## config.mk

```make
export PLATFORM = sky130hd
export DESIGN_NAME = cvr_ctrl
export DESIGN_NICKNAME = d
export VERILOG_FILES = /design/src/rtl/cvr_pkg.sv /design/src/rtl/cvr_cmp_if.sv /design/src/rtl/cvr_change_det.sv /design/src/rtl/cvr_ctrl.sv
export SDC_FILE = /design/constraint.sdc
export NUM_CORES = 1
export LEC_CHECK = 0
export BUFFER_PORTS_ARGS = -buffer_cell sky130_fd_sc_hd__buf_2
export CELL_PAD_IN_SITES_DETAIL_PLACEMENT = 2
export CELL_PAD_IN_SITES_GLOBAL_PLACEMENT = 2
export CORE_ASPECT_RATIO = 1.25
export CORE_UTILIZATION = 29
export CTS_CLUSTER_SIZE = 16
export DETAILED_ROUTE_END_ITERATION = 16
export GPL_TIMING_DRIVEN = 0
export PLACE_DENSITY = 0.8
export SLEW_MARGIN = 40
export SYNTH_ARGS = -nofsm -noshare
export SYNTH_HDL_FRONTEND = slang
export SYNTH_SLANG_ARGS = --single-unit
```

## constraint.sdc

```tcl
create_clock -name hclk -period 2 [get_ports hclk]
set_input_delay 0.3 -clock hclk [delete_from_list [all_inputs] [get_ports hclk]]
set_output_delay 0.3 -clock hclk [all_outputs]
set_load 0.01 [all_outputs]
```

## src/rtl/cvr_pkg.sv

```systemverilog
// Purpose: constants for the comparator and reference control block
// Assumes: 32-bit AHB-Lite register bus, one aligned word per register
// Notes:   register indices are word indices; byte address is index * 4
package cvr_pkg;
   localparam int             ADDR_W          = 12;
   localparam logic [9:0]     IDX_IRQ_CTRL    = 10'h00B;
   localparam logic [9:0]     IDX_PFLAG       = 10'h00C;
   localparam logic [9:0]     IDX_CMP_CTRL    = 10'h01F;
   localparam logic [9:0]     IDX_PORTDIR     = 10'h085;
   localparam logic [9:0]     IDX_PENABLE     = 10'h08C;
   localparam logic [9:0]     IDX_REF_CTRL    = 10'h09F;
   localparam logic [9:0]     IDX_PORTDATA    = 10'h005;
   // field positions
   localparam int             GLB_EN_BIT      = 7;
   localparam int             PER_EN_BIT      = 6;
   localparam int             CHG_FLAG_BIT    = 6;
   localparam int             CHG_EN_BIT      = 6;
   localparam int             RES2_BIT        = 7;
   localparam int             RES1_BIT        = 6;
   localparam int             INSW_BIT        = 3;
   localparam int             REF_EN_BIT      = 7;
   localparam int             REF_OE_BIT      = 6;
   localparam int             REF_RNG_BIT     = 5;
   localparam int             VREF_PIN        = 2;
   localparam int             CMP1_PIN        = 3;
   localparam int             CMP2_PIN        = 4;
   // write masks and reset values
   localparam logic [7:0]     CMP_CTRL_WMASK  = 8'h0F;
   localparam logic [7:0]     REF_CTRL_WMASK  = 8'hEF;
   localparam logic [7:0]     PFLAG_WMASK     = 8'h40;
   localparam logic [7:0]     PENABLE_WMASK   = 8'h40;
   localparam logic [4:0]     PORTDIR_WMASK   = 5'h1F;
   localparam logic [7:0]     IRQ_CTRL_RST    = 8'h00;
   localparam logic [7:0]     PFLAG_RST       = 8'h00;
   localparam logic [7:0]     CMP_CTRL_RST    = 8'h00;
   localparam logic [4:0]     PORTDIR_RST     = 5'h1F;
   localparam logic [7:0]     PENABLE_RST     = 8'h00;
   localparam logic [7:0]     REF_CTRL_RST    = 8'h00;
   localparam logic [4:0]     PORTDATA_RST    = 5'h00;
   // ladder fractions: numerator over 24 (high range) or 32 (low range)
   localparam logic [5:0]     LOW_RANGE_BASE  = 6'h08;
   localparam logic [1:0]     HTRANS_NONSEQ   = 2'h2;
   localparam logic [1:0]     HTRANS_SEQ      = 2'h3;

   typedef enum logic [2:0]
   {
      CM_RESET     = 3'b000,
      CM_THREE_IN  = 3'b001,
      CM_FOUR_MUX  = 3'b010,
      CM_COMMON    = 3'b011,
      CM_INDEP     = 3'b100,
      CM_SINGLE    = 3'b101,
      CM_PIN_OUT   = 3'b110,
      CM_OFF       = 3'b111
   } cvr_mode_e;
endpackage : cvr_pkg

```

## src/rtl/cvr_cmp_if.sv

```systemverilog
// Purpose: carries comparator results between the top and change detector
// Assumes: single clock domain
// Notes:   recapture is a one-cycle pulse
`timescale 1ns/1ps
interface cvr_cmp_if;
   logic [1:0] raw;
   logic       recapture;
   logic [1:0] result;
   logic       mismatch;
   modport ctrl (output raw, output recapture, input result, input mismatch);
   modport det  (input raw, input recapture, output result, output mismatch);
endinterface : cvr_cmp_if

```

## src/rtl/cvr_change_det.sv

```systemverilog
// Purpose: synchronise comparator outputs and detect change against a latch
// Assumes: raw comparator levels are asynchronous to hclk
// Notes:   result is the synchronised level read back by software
`timescale 1ns/1ps
module cvr_change_det
   import cvr_pkg::*;
(
   input  wire logic hclk,
   input  wire logic hresetn,
   cvr_cmp_if.det    cmp
);
   typedef struct packed
   {
      logic [1:0] meta;
      logic [1:0] sync;
      logic [1:0] last;
   } cvr_det_s;

   cvr_det_s st_r;
   cvr_det_s st_nxt;

   always_comb
   begin
      st_nxt      = st_r;
      st_nxt.meta = cmp.raw;
      st_nxt.sync = st_r.meta;
      // access to the control register ends the mismatch
      if (cmp.recapture)
      begin
         st_nxt.last = st_r.sync;
      end
   end

   always_ff @(posedge hclk or negedge hresetn)
   begin
      if (!hresetn)
      begin
         st_r <= '0;
      end
      else
      begin
         st_r <= st_nxt;
      end
   end

   assign cmp.result   = st_r.sync;
   assign cmp.mismatch = (st_r.sync != st_r.last);
endmodule : cvr_change_det

```

## src/rtl/cvr_ctrl.sv

```systemverilog
// Purpose: control and status of a dual comparator and resistor-ladder reference
// Assumes: AHB-Lite slave, zero wait states, word accesses only
// Notes:   read data is captured in the address phase
// Behaviour
// - mode 010 feeds the internal reference to both non-inverting inputs
// - both comparator results read back as read-only control bits
// - mode 110 puts raw comparator outputs on the two shared pins
// - direction bits still gate those two pin drivers
// - port data reads zero on pins used as analog inputs
// - any result change from the captured copy sets the change flag
// - flag clears only by writing zero; writing one sets it
// - interrupt needs flag and all three enables; flag sets regardless
// - change coinciding with a control register access may be missed
// - any control register read or write recaptures the results
// - a persisting mismatch keeps setting the flag
// - comparators run during sleep; enabled interrupt wakes the device
// - mode 111 powers off both comparators
// - waking from sleep leaves the control register unchanged
// - reset returns control register to zero, mode 000, comparators off
// - sixteen levels: level/24 high range, 1/4 plus level/32 low range
// - reset clears enable, pin output, range and level bits
// - waking from sleep leaves the reference register unchanged
// - reference reaches its pin only with direction input and output bit
// - reference settings never change comparator mode or state
// - result reads one when non-inverting input exceeds inverting input
//
// Added by the designer: the AHB-Lite register port.
`timescale 1ns/1ps
module cvr_ctrl
   import cvr_pkg::*;
(
   input  wire logic                hclk,
   input  wire logic                hresetn,
   // AHB-Lite slave
   input  wire logic                hsel,
   input  wire logic [ADDR_W-1:0]   haddr,
   input  wire logic [1:0]          htrans,
   input  wire logic                hwrite,
   input  wire logic [2:0]          hsize,
   input  wire logic [31:0]         hwdata,
   input  wire logic                hready,
   output logic                     hreadyout,
   output logic [31:0]              hrdata,
   output logic                     hresp,
   // analog comparator side
   input  wire logic                cmp1_level,
   input  wire logic                cmp2_level,
   output logic [2:0]               cmp_mode,
   output logic                     cmp_input_switch,
   output logic                     cmp_powered,
   output logic                     cmp_internal_ref,
   // reference ladder side
   output logic                     vref_enable,
   output logic                     vref_range_high,
   output logic [5:0]               vref_numerator,
   output logic                     vref_pin_connect,
   // port pins
   input  wire logic [4:0]          pin_in,
   output logic [4:0]               pin_out,
   output logic [4:0]               pin_oe,
   output logic [3:0]               pin_analog,
   // sleep and interrupt
   input  wire logic                sleep_mode,
   output logic                     wake_req,
   output logic                     cmp_irq
);
   typedef struct packed
   {
      logic        wr_pend;
      logic [9:0]  wr_idx;
      logic [31:0] rdata;
      logic [7:0]  irq_ctrl;
      logic        chg_flag;
      logic        chg_en;
      logic [3:0]  cmp_ctrl;
      logic [4:0]  portdir;
      logic [7:0]  ref_ctrl;
      logic [4:0]  portdata;
      logic        irq;
      logic        wake;
   } cvr_state_s;

   cvr_state_s st_r;
   cvr_state_s st_nxt;
   cvr_cmp_if  cmp ();

   // pins 0..3 that each mode turns into analog inputs
   function automatic logic [3:0] analog_mask(input logic [2:0] mode);
      logic [3:0] m;
      m = 4'h0;
      unique case (mode)
         CM_RESET,
         CM_THREE_IN,
         CM_FOUR_MUX,
         CM_INDEP:    m = 4'hF;
         CM_COMMON,
         CM_PIN_OUT:  m = 4'h7;
         CM_SINGLE:   m = 4'h6;
         CM_OFF:      m = 4'h0;
      endcase
      return m;
   endfunction : analog_mask

   function automatic logic [7:0] read_reg(input logic [9:0] idx,
                                           input cvr_state_s s,
                                           input logic [1:0] res,
                                           input logic [4:0] pins);
      logic [7:0] v;
      v = 8'h00;
      unique case (idx)
         IDX_IRQ_CTRL: v = s.irq_ctrl;
         IDX_PFLAG:    v[CHG_FLAG_BIT] = s.chg_flag;
         IDX_PENABLE:  v[CHG_EN_BIT] = s.chg_en;
         IDX_PORTDIR:  v = {3'h0, s.portdir};
         IDX_REF_CTRL: v = s.ref_ctrl;
         // results are status only, never stored from the bus
         IDX_CMP_CTRL: v = {res[1], res[0], 2'h0, s.cmp_ctrl};
         IDX_PORTDATA: v = {3'h0, pins & ~{1'b0, analog_mask(s.cmp_ctrl[2:0])}};
         default:      v = 8'h00;
      endcase
      return v;
   endfunction : read_reg

   logic       addr_take;
   logic [9:0] addr_idx;
   logic       wr_ctrl_acc;
   logic       rd_ctrl_acc;
   logic [7:0] wbyte;

   assign addr_take = hsel && hready && (htrans == HTRANS_NONSEQ || htrans == HTRANS_SEQ);
   assign addr_idx  = haddr[ADDR_W-1:2];
   assign wbyte     = hwdata[7:0];
   assign rd_ctrl_acc = addr_take && !hwrite && (addr_idx == IDX_CMP_CTRL);
   assign wr_ctrl_acc = st_r.wr_pend && (st_r.wr_idx == IDX_CMP_CTRL);

   // either access kind ends the mismatch
   assign cmp.raw       = {cmp2_level, cmp1_level};
   assign cmp.recapture = rd_ctrl_acc || wr_ctrl_acc;

   cvr_change_det u_det
   (
      .hclk    (hclk),
      .hresetn (hresetn),
      .cmp     (cmp)
   );

   always_comb
   begin
      st_nxt         = st_r;
      st_nxt.wr_pend = addr_take && hwrite;
      st_nxt.wr_idx  = addr_idx;
      if (addr_take && !hwrite)
      begin
         st_nxt.rdata = {24'h0, read_reg(addr_idx, st_r, cmp.result, pin_in)};
      end
      if (st_r.wr_pend)
      begin
         unique case (st_r.wr_idx)
            IDX_IRQ_CTRL: st_nxt.irq_ctrl = wbyte;
            IDX_PFLAG:    st_nxt.chg_flag = wbyte[CHG_FLAG_BIT];
            IDX_PENABLE:  st_nxt.chg_en = wbyte[CHG_EN_BIT];
            IDX_PORTDIR:  st_nxt.portdir = wbyte[4:0] & PORTDIR_WMASK;
            // reference writes touch only the reference register
            IDX_REF_CTRL: st_nxt.ref_ctrl = wbyte & REF_CTRL_WMASK;
            IDX_CMP_CTRL: st_nxt.cmp_ctrl = wbyte[3:0] & CMP_CTRL_WMASK[3:0];
            IDX_PORTDATA: st_nxt.portdata = wbyte[4:0];
            default:      st_nxt.portdata = st_r.portdata;
         endcase
      end
      // a change seen in an access cycle is dropped, an accepted race;
      // set still beats a software clear otherwise
      if (cmp.mismatch && !cmp.recapture)
      begin
         st_nxt.chg_flag = 1'b1;
      end
      st_nxt.irq  = st_nxt.chg_flag && st_nxt.chg_en && st_nxt.irq_ctrl[PER_EN_BIT]
                    && st_nxt.irq_ctrl[GLB_EN_BIT];
      // wake does not need the global enable
      st_nxt.wake = sleep_mode && st_nxt.chg_flag && st_nxt.chg_en
                    && st_nxt.irq_ctrl[PER_EN_BIT];
   end

   // sleep has no path into the register state, so wake keeps contents
   always_ff @(posedge hclk or negedge hresetn)
   begin
      if (!hresetn)
      begin
         st_r          <= '0;
         st_r.irq_ctrl <= IRQ_CTRL_RST;
         st_r.chg_flag <= PFLAG_RST[CHG_FLAG_BIT];
         st_r.chg_en   <= PENABLE_RST[CHG_EN_BIT];
         st_r.cmp_ctrl <= CMP_CTRL_RST[3:0];
         st_r.portdir  <= PORTDIR_RST;
         st_r.ref_ctrl <= REF_CTRL_RST;
         st_r.portdata <= PORTDATA_RST;
      end
      else
      begin
         st_r <= st_nxt;
      end
   end

   logic [3:0] vr_level;
   assign vr_level = st_r.ref_ctrl[3:0];

   // pin drivers: raw comparator paths bypass the flops on purpose,
   // pins must show the unsynchronised level
   always_comb
   begin
      pin_out = st_r.portdata;
      if (st_r.cmp_ctrl[2:0] == CM_PIN_OUT)
      begin
         pin_out[CMP1_PIN] = cmp1_level;
         pin_out[CMP2_PIN] = cmp2_level;
      end
   end

   assign pin_oe           = ~st_r.portdir;
   assign pin_analog       = analog_mask(st_r.cmp_ctrl[2:0]);
   assign cmp_mode         = st_r.cmp_ctrl[2:0];
   assign cmp_input_switch = st_r.cmp_ctrl[INSW_BIT];
   // mode 000 holds them off too, which covers the reset interval
   assign cmp_powered      = (st_r.cmp_ctrl[2:0] != CM_OFF)
                             && (st_r.cmp_ctrl[2:0] != CM_RESET);
   assign cmp_internal_ref = (st_r.cmp_ctrl[2:0] == CM_FOUR_MUX);
   assign vref_enable      = st_r.ref_ctrl[REF_EN_BIT];
   assign vref_range_high  = st_r.ref_ctrl[REF_RNG_BIT];
   assign vref_numerator   = st_r.ref_ctrl[REF_RNG_BIT] ? {2'h0, vr_level}
                             : LOW_RANGE_BASE + {2'h0, vr_level};
   assign vref_pin_connect = st_r.portdir[VREF_PIN] && st_r.ref_ctrl[REF_OE_BIT];
   assign wake_req         = st_r.wake;
   assign cmp_irq          = st_r.irq;
   assign hrdata           = st_r.rdata;
   assign hreadyout        = 1'b1;
   assign hresp            = 1'b0;
endmodule : cvr_ctrl

```

==> results of run 1 <==
-- cell type report --
type / instances / area share
Sequential cell: 58 / 0.369
Multi-Input combinational cell: 160 / 0.324
Buffer: 50 / 0.0949
Timing Repair Buffer: 70 / 0.0898
Clock buffer: 14 / 0.0693
Tap cell: 129 / 0.0408
Inverter: 11 / 0.0104
Clock inverter: 2 / 0.00253
-- power by group through the flow --
stage,logic (W),registers [W],clock network (W)
floorplan,0.000178,0.00127,0
global placement,0.000290,0.00128,0
detailed placement,0.000303,0.00128,0
CTS,0.000305,0.00126,0.00147
global route,0.000338,0.00127,0.00152
finish,0.000303,0.00126,0.00144
-- worst max-delay path, cell delays in order, from the launching register on --
cell and delay [ns]:
dfrtp_1 0.54, nand3b_1 0.23, mux2_2 0.36, buf_2 0.14
-- metal layers --
metal,vias to the layer above,track usage
met2,77,0.324
met5,-,0
met1,1159,0.189
met4,0,0.0923
met3,18,0.0358
li1,1046,-
-- state kept, by name, summed over array words and instances, names as in the netlist --
signal,flops
u_det.st_r,2
pin_out,3
vref_range_high,1
vref_enable,1
wake_req,1
cmp_mode,3
hrdata,8
u_det.cmp.result,2
cmp_input_switch,1
st_r,33
cmp_irq,1
u_det.st_nxt,2
-- cells in the final DEF, fill, tap and decap left out, drive strengths merged, types with 4 or more instances in the layout --
| cell type | netlist | final |
|---|---|---|
| and2 | 5 | 5 |
| buf | 49 | 119 |
| clkbuf | 3 | 15 |
| conb | 2 | 27 |
| dfrtp | 53 | 53 |
| dfstp | 5 | 5 |
| inv | 11 | 11 |
| mux2 | 34 | 34 |
| nand2 | 11 | 11 |
| nor2 | 12 | 12 |
| nor4b | 4 | 4 |
| o21ai | 4 | 4 |
-- final timing paths --
kind | from | endpoint | cells after the start
hold reg to reg | u_det.st_nxt[3] | u_det.cmp.result[1] | 0
setup reg to reg | st_r[74] | cmp_irq | 6
min in group hclk | cmp2_level | u_det.st_nxt[3] | 1
hold / removal | hresetn | cmp_irq | 1
max in group asynchronous | hresetn | st_r[76] | 1
setup / recovery | cmp_mode[0] | pin_out[3] | 3
-- logic make-up after synthesis --
logic type,Yosys count,share of synthesized area
adders and majority gates,1,0.00411
buffers and inverters,63,0.139
xor gates and xnor gates,2,0.00575
AOI/OAI and AO/OA,30,0.0764
muxes,37,0.144
other,2,0.00246
and+or+nand+nor,63,0.150
DFF,58,0.478
-- metrics by stage --
step / hold WS (ns) / setup WS, ns
2_1_floorplan: 0.00441 / 0.253
3_3_place_gp: 0.334 / -0.0945
3_5_place_dp: 0.344 / 0.00632
4_1_cts: 0.0665 / 0.0125
5_1_grt: 0.0863 / 0.0272
6_report: 0.0319 / 0.108
-- timing repair --
| item | CTS | global route |
|---|---|---|
| resized for setup | 2 | 1 |
| pin swaps | 1 | 0 |
| endpoints found under the setup margin | 11 | 6 |
| buffers inserted | 1 | 0 |
==> results.toml, run 1 <==
[synthesis]
ys_seq_area_frac = 0.478
synth_area_leaders = "dfrtp_1, buf_4, mux2_2, dfstp_2, mux2_4"
synth_top_cell_area_share = 0.435
synth_most_common_cell = "dfrtp_1"
synthFlopType = "dfrtp_1"
syn_inst = 256
yosys_warnings = 0
yosys.cell_types.count = 55
synth-async-reset-ratio = 1.00
synth_edf_count = 0
synth.avg_cell_area_sq_um = 11.9
synth_area_sq_mm = 0.00305
synth_top_cell_by_area = "dfrtp_1"
synth_common_cells = "dfrtp_1, buf_4, mux2_2"
ys_seq_elements = 58

[route]
post-route-drc-count = 0
wl_um = 8640
wl_met2_um = 4730
dr.max_layer_used = "met4"
dr_wl_met3_um = 365
wirelength_met1_um = 3300
ant_nets = 0
wl_per_cell_um = 17.5
num_vias = 2300
drt-pass1-iter-count = 4
viasPerCell = 4.66
dr.first_iter.drc_count = 112

[sta]
tightest_slew_ns = 0.735
rsz0062_at_grt = "false"
setup_violations = 0
hold_viol_final = 0
fmax_ghz = 0.529
maxSlewViolCount = 0
slew_headroom = 0.510
fin_skew_ns = 0.00413
post-route-period-util = 0.946
fin_setup_tns_ns = 0
fin_crit_ns = 1.89

[cts]
postCtsHoldBufs = 0
clock_path_buffers = 2
cts.sinks = 58
cts_tree = "done"
cts_root_buf = "clkbuf_16"
cts_buffers = 9
htree_num_levels = 3
clk-insertion-delay-late_ns = 0.33
cts.clk_slew.worst_paths_ns = 0.05

[critical_path]
cp.required_ns = 1.70
start_kind = "register"
end_kind = "primary output"
critPathMaxFanout = 10
cp.arrival_ns = 1.59
crit_type = "register to primary output"
reg2reg_slack_ns = 0.12

[pwr]
p_int_w = 0.00230
p_clk_frac = 0.479
seqPwrFrac = 0.421
power.switching_w = 0.000703
power_w = 0.00301
leakage_nw = 2.03
irDropWorstVdd_v = 0.000320
combPwrFrac = 0.101
swShare = 0.234
p_per_area_mw_per_mm2 = 760

[floorplan]
die_area_sq_mm = 0.0109
core-area_sq_mm = 0.0102
placementRows = 41
io_pins = 127
dieWidth_um = 93.7
die_height_um = 117
start_util = 0.300

[cells_and_area]
diodes = 0
drive_gt1_frac = 0.504
area_delta_synth_final_pct = 29.8
multi_input_area_sq_mm = 0.00128
fill_cells = 1110
stdcell_area_sq_mm = 0.00396
stdcell_count = 494
fin_util = 0.389
ff_latch_area_sq_mm = 0.00146
nets = 423

[hold_path]
hold_path.class = "input pin to async pin"

[grt]
antenna_found_initial = 0
grt.total_usage = 0.176
grt_pass1_wl_um = 13900
grt_max_degree = 59
grt_pass1_vias = 2527
grt_overflow_total = 0

[placement]
dpl.cell_count = 479
dpl-instance-area_sq_mm = 0.00366
hpwl_um = 6510
gp_congestion = 0.788
io_buffers = 69

[outcome]
status = "finished clean"

[flow_run]
max-cap-violations = 0
Note: power is estimated with default switching activity, not from simulation.
==> inputs of run 2 (changes only) <==
Settings changed: CORE_MARGIN from default to 2.
==> results.toml, run 2 (synthesis results as in run 1) <==
[critical_path]
cp.arrival_ns = 1.55
critPathMaxFanout = 10
r2r-start = "st_r[74]"
end_kind = "primary output"
cp.required_ns = 1.70
start_kind = "register"
crit_type = "register to primary output"
crit_path_start = "cmp_mode[0]"

[outcome]
status = "finished clean"

[sta]
post-route-period-util = 0.927
rsz0062_at_grt = "false"
slew_headroom = 0.482
setup_violations = 0
hold_slack_ns = 0.0292
fin_skew_ns = 0.00711
tightest_slew_ns = 0.774
maxSlewViolCount = 0
fin_setup_tns_ns = 0
worst_slack_ns = 0.145
fin_crit_ns = 1.85
hold_viol_final = 0
fmax_ghz = 0.539

[floorplan]
die_height_um = 119
core-area_sq_mm = 0.0102
placementRows = 41
die_area_sq_mm = 0.0113
io_pins = 127
start_util = 0.300
dieWidth_um = 95.7

[cells_and_area]
regMostFlops = "st_r"
area_delta_synth_final_pct = 32.0
fill_cells = 1126
nets = 422
final_common_cell = "buf_2"
largest_reg_flops = 33
mostFrequentLayoutCells = "buf_2, dfrtp_1, buf_4"
drive_gt1_frac = 0.497
stdcell_area_sq_mm = 0.00402
diodes = 0

[grt]
grt_max_degree = 59
grt_pass1_wl_um = 13300
antenna_found_initial = 0
grt.total_usage = 0.160
grt_pass1_vias = 2537
grt_overflow_total = 0

[route]
viasPerCell = 4.68
dr.first_iter.drc_count = 127
post-route-drc-count = 0
num_vias = 2306
wl_um = 8630
ant_nets = 0
drt-pass1-iter-count = 4
wl_per_cell_um = 17.5

[pwr]
p_per_area_mw_per_mm2 = 859
power_w = 0.00345
irDropWorstVdd_v = 0.000373
leakage_nw = 2.06

[placement]
dpl-instance-area_sq_mm = 0.00366
hpwl_um = 6620
io_buffers = 69
gp_congestion = 0.826
pre_cts_slack_ns = -0.00734

[cts]
cts_resized = 0
cts_buffers = 9
cts_tree = "done"
cts.sinks = 58
clock_path_buffers = 2
clk-insertion-delay-late_ns = 0.33
htree_num_levels = 3
cts.clk_slew.worst_paths_ns = 0.05
cts_root_buf = "clkbuf_16"

[hold_path]
hold_path.class = "input pin to async pin"

[flow_run]
max-cap-violations = 0
==> run 2: final cells by class <==
class                   instances  area (sq um)  share of cell area
clock inverters                 5           125              0.0311
flip-flops and latches         58          1460               0.363
inverters                      11          41.3              0.0103
clock buffers                  11           243              0.0604
plain buffers                  49           370              0.0921
well taps                     129           161              0.0401
multi-input cells             160          1270               0.315
repair buffers                 70           355              0.0884
==> run 2: worst max-delay path, cell delays in order (launching register included) <==
cell      delay (ns)
dfrtp_1         0.52
nand3b_1        0.22
mux2_2          0.34
buf_2           0.14
==> run 2: path summary, 6_finish.rpt <==
path / end / slack, ns / depth (start not counted)
setup / recovery: pin_out[4] / 0.15 / 3
hold / removal: st_r[13] / 0.03 / 1
setup reg to reg: wake_req / 0.18 / 6
hold reg to reg: u_det.cmp.result[0] / 0.35 / 0
max in group asynchronous: st_r[75] / 1.47 / 1
min in group hclk: u_det.st_nxt[2] / 0.09 / 1
==> run 2: report_power, final <==
group	total, W	switching [W]	leakage [nW]	internal, W
Clock	0.00189	0.000516	0.180	0.00137
Sequential	0.00126	0.0000357	0.728	0.00123
Combinational	0.000302	0.000159	1.15	0.000143
Total	0.00345	0.000711	2.06	0.00274
==> run 2: repair_timing <==
item	in CTS	in global routing
hold buffers	0	0
hold endpoints to repair	0	0
pin swaps	0	1
endpoints found under the setup margin	6	14
setup buffers	0	1
==> run 2: routing by layer <==
| layer | global-route usage | vias to the layer above | wire, um |
|---|---|---|---|
| li1 | - | 1039 | - |
| met1 | 0.171 | 1157 | 3090 |
| met2 | 0.285 | 91 | 4720 |
| met3 | 0.0376 | 19 | 562 |
| met4 | 0.0821 | 0 | 258 |
| met5 | 0 | - | 0 |
==> run 2: stage by stage <==
stage | instances | util
CTS | 493 | 0.395
finish | 493 | 0.396
floorplan | 281 | -
global route | 493 | 0.396
global placement | 479 | 0.359
detailed placement | 479 | 0.360
==> inputs of run 3 (changes only) <==
Settings changed: CORE_ASPECT_RATIO 1.25 to default, GPL_ROUTABILITY_DRIVEN from default to 0.
==> results.toml, run 3 (synthesis results as in run 1) <==
[cells_and_area]
area_delta_synth_final_pct = 30.5
stdcell_area_sq_mm = 0.00398
diodes = 0
stdcell_count = 502
fin_util = 0.387
regMostFlops = "st_r"
nets = 424
mostFrequentLayoutCells = "buf_2, dfrtp_1, buf_4"
final_common_cell = "buf_2"
largest_reg_flops = 33
drive_gt1_frac = 0.497

[sta]
tightest_slew_ns = 0.586
setup_violations = 0
rsz0062_at_grt = "false"
fin_setup_tns_ns = 0
fmax_ghz = 0.529
fin_crit_ns = 1.89
maxSlewViolCount = 0
post-route-period-util = 0.946
slew_headroom = 0.606
fin_skew_ns = 0.00808
hold_viol_final = 0

[grt]
grt_overflow_total = 0
antenna_found_initial = 0
grt_pass1_vias = 2486
grt_pass1_wl_um = 13500
grt.total_usage = 0.157
grt_max_degree = 59

[route]
wl_per_cell_um = 16.9
drt-pass1-iter-count = 4
wl_um = 8460
post-route-drc-count = 0
viasPerCell = 4.60
num_vias = 2311
ant_nets = 0
dr.first_iter.drc_count = 79

[cts]
cts.sinks = 58
clk-insertion-delay-late_ns = 0.35
cts_root_buf = "clkbuf_8"
htree_num_levels = 3
cts.clk_slew.worst_paths_ns = 0.07
cts_tree = "done"
clock_path_buffers = 2
cts_buffers = 9

[critical_path]
critPathMaxFanout = 10
end_kind = "primary output"
cp.required_ns = 1.70
start_kind = "register"
cp.arrival_ns = 1.59
crit_type = "register to primary output"

[floorplan]
core-area_sq_mm = 0.0103
die_height_um = 106
placementRows = 37
dieWidth_um = 106
start_util = 0.296
die_area_sq_mm = 0.0113
io_pins = 127

[placement]
dpl.cell_count = 486
hpwl_um = 6280
io_buffers = 69
dpl-instance-area_sq_mm = 0.00366

[flow_run]
max-cap-violations = 0

[outcome]
status = "finished clean"

[pwr]
p_per_area_mw_per_mm2 = 786
irDropWorstVdd_v = 0.000301
power_w = 0.00313
leakage_nw = 2.03

[hold_path]
hold_path.class = "input pin to register"
## run 3: changes by cell type in the layout (fill, tap and decap cells not counted), sizes merged
cell,change
buf,+1
dlygate4sd3,+1
clkinv,-1
bufinv,+1
## run 3: path summary, 6_finish.rpt
check	start	endpoint	slack [ns]	cells after the start
min in group asynchronous	hresetn	hrdata[0]	0.42	2
min	cmp1_level	u_det.st_nxt[2]	0.08	1
max reg2reg	st_r[74]	st_r[7]	0.11	6
max	cmp_mode[0]	pin_out[4]	0.11	3
min reg2reg	u_det.st_nxt[2]	u_det.cmp.result[0]	0.35	0
max in group asynchronous	hresetn	st_r[32]	1.09	3
## run 3: worst max-delay path, stage by stage (launching register included)
cell,delay [ns]
dfrtp_1,0.53
nand3b_1,0.22
mux2_2,0.35
buf_2,0.14
## run 3: final cells by class
type / count / area (sq um)
buffer: 49 / 370
sequential: 58 / 1460
timing repair buffer: 72 / 385
clock inverter: 5 / 150
inverter: 11 / 41.3
tap: 136 / 170
fill: 1126 / 6300
multi-input combinational: 160 / 1270
clock buffer: 11 / 131
## run 3: stage by stage
step | setup WS [ns] | hold slack (ns)
2_1_floorplan | 0.253 | 0.00441
3_3_place_gp | -0.158 | 0.334
3_5_place_dp | 0.0206 | 0.336
4_1_cts | 0.0225 | 0.0393
5_1_grt | 0.0406 | 0.0667
6_report | 0.109 | 0.0792
## run 3: layer usage
layer	vias to the layer above	wire [um]	global-route usage
li1	1050	-	-
met1	1177	3660	0.196
met2	72	4200	0.261
met3	12	450	0.0405
met4	0	145	0.0584
met5	-	0	0
## run 3: power by group
group	switching [W]	total (W)	leakage, nW	internal, W
combinational	0.000159	0.000308	1.16	0.000148
clock	0.000478	0.00156	0.138	0.00108
sequential	0.0000354	0.00126	0.728	0.00122
total	0.000673	0.00313	2.03	0.00245
## run 3: repair_timing
item                                    in CTS  in global routing
endpoints found under the setup margin       4                  9
endpoints found under the hold margin        0                 22
resized for setup                            0                  0
buffers inserted                             0                  1
hold buffers                                 0                  1
pin swaps                                    0                  1
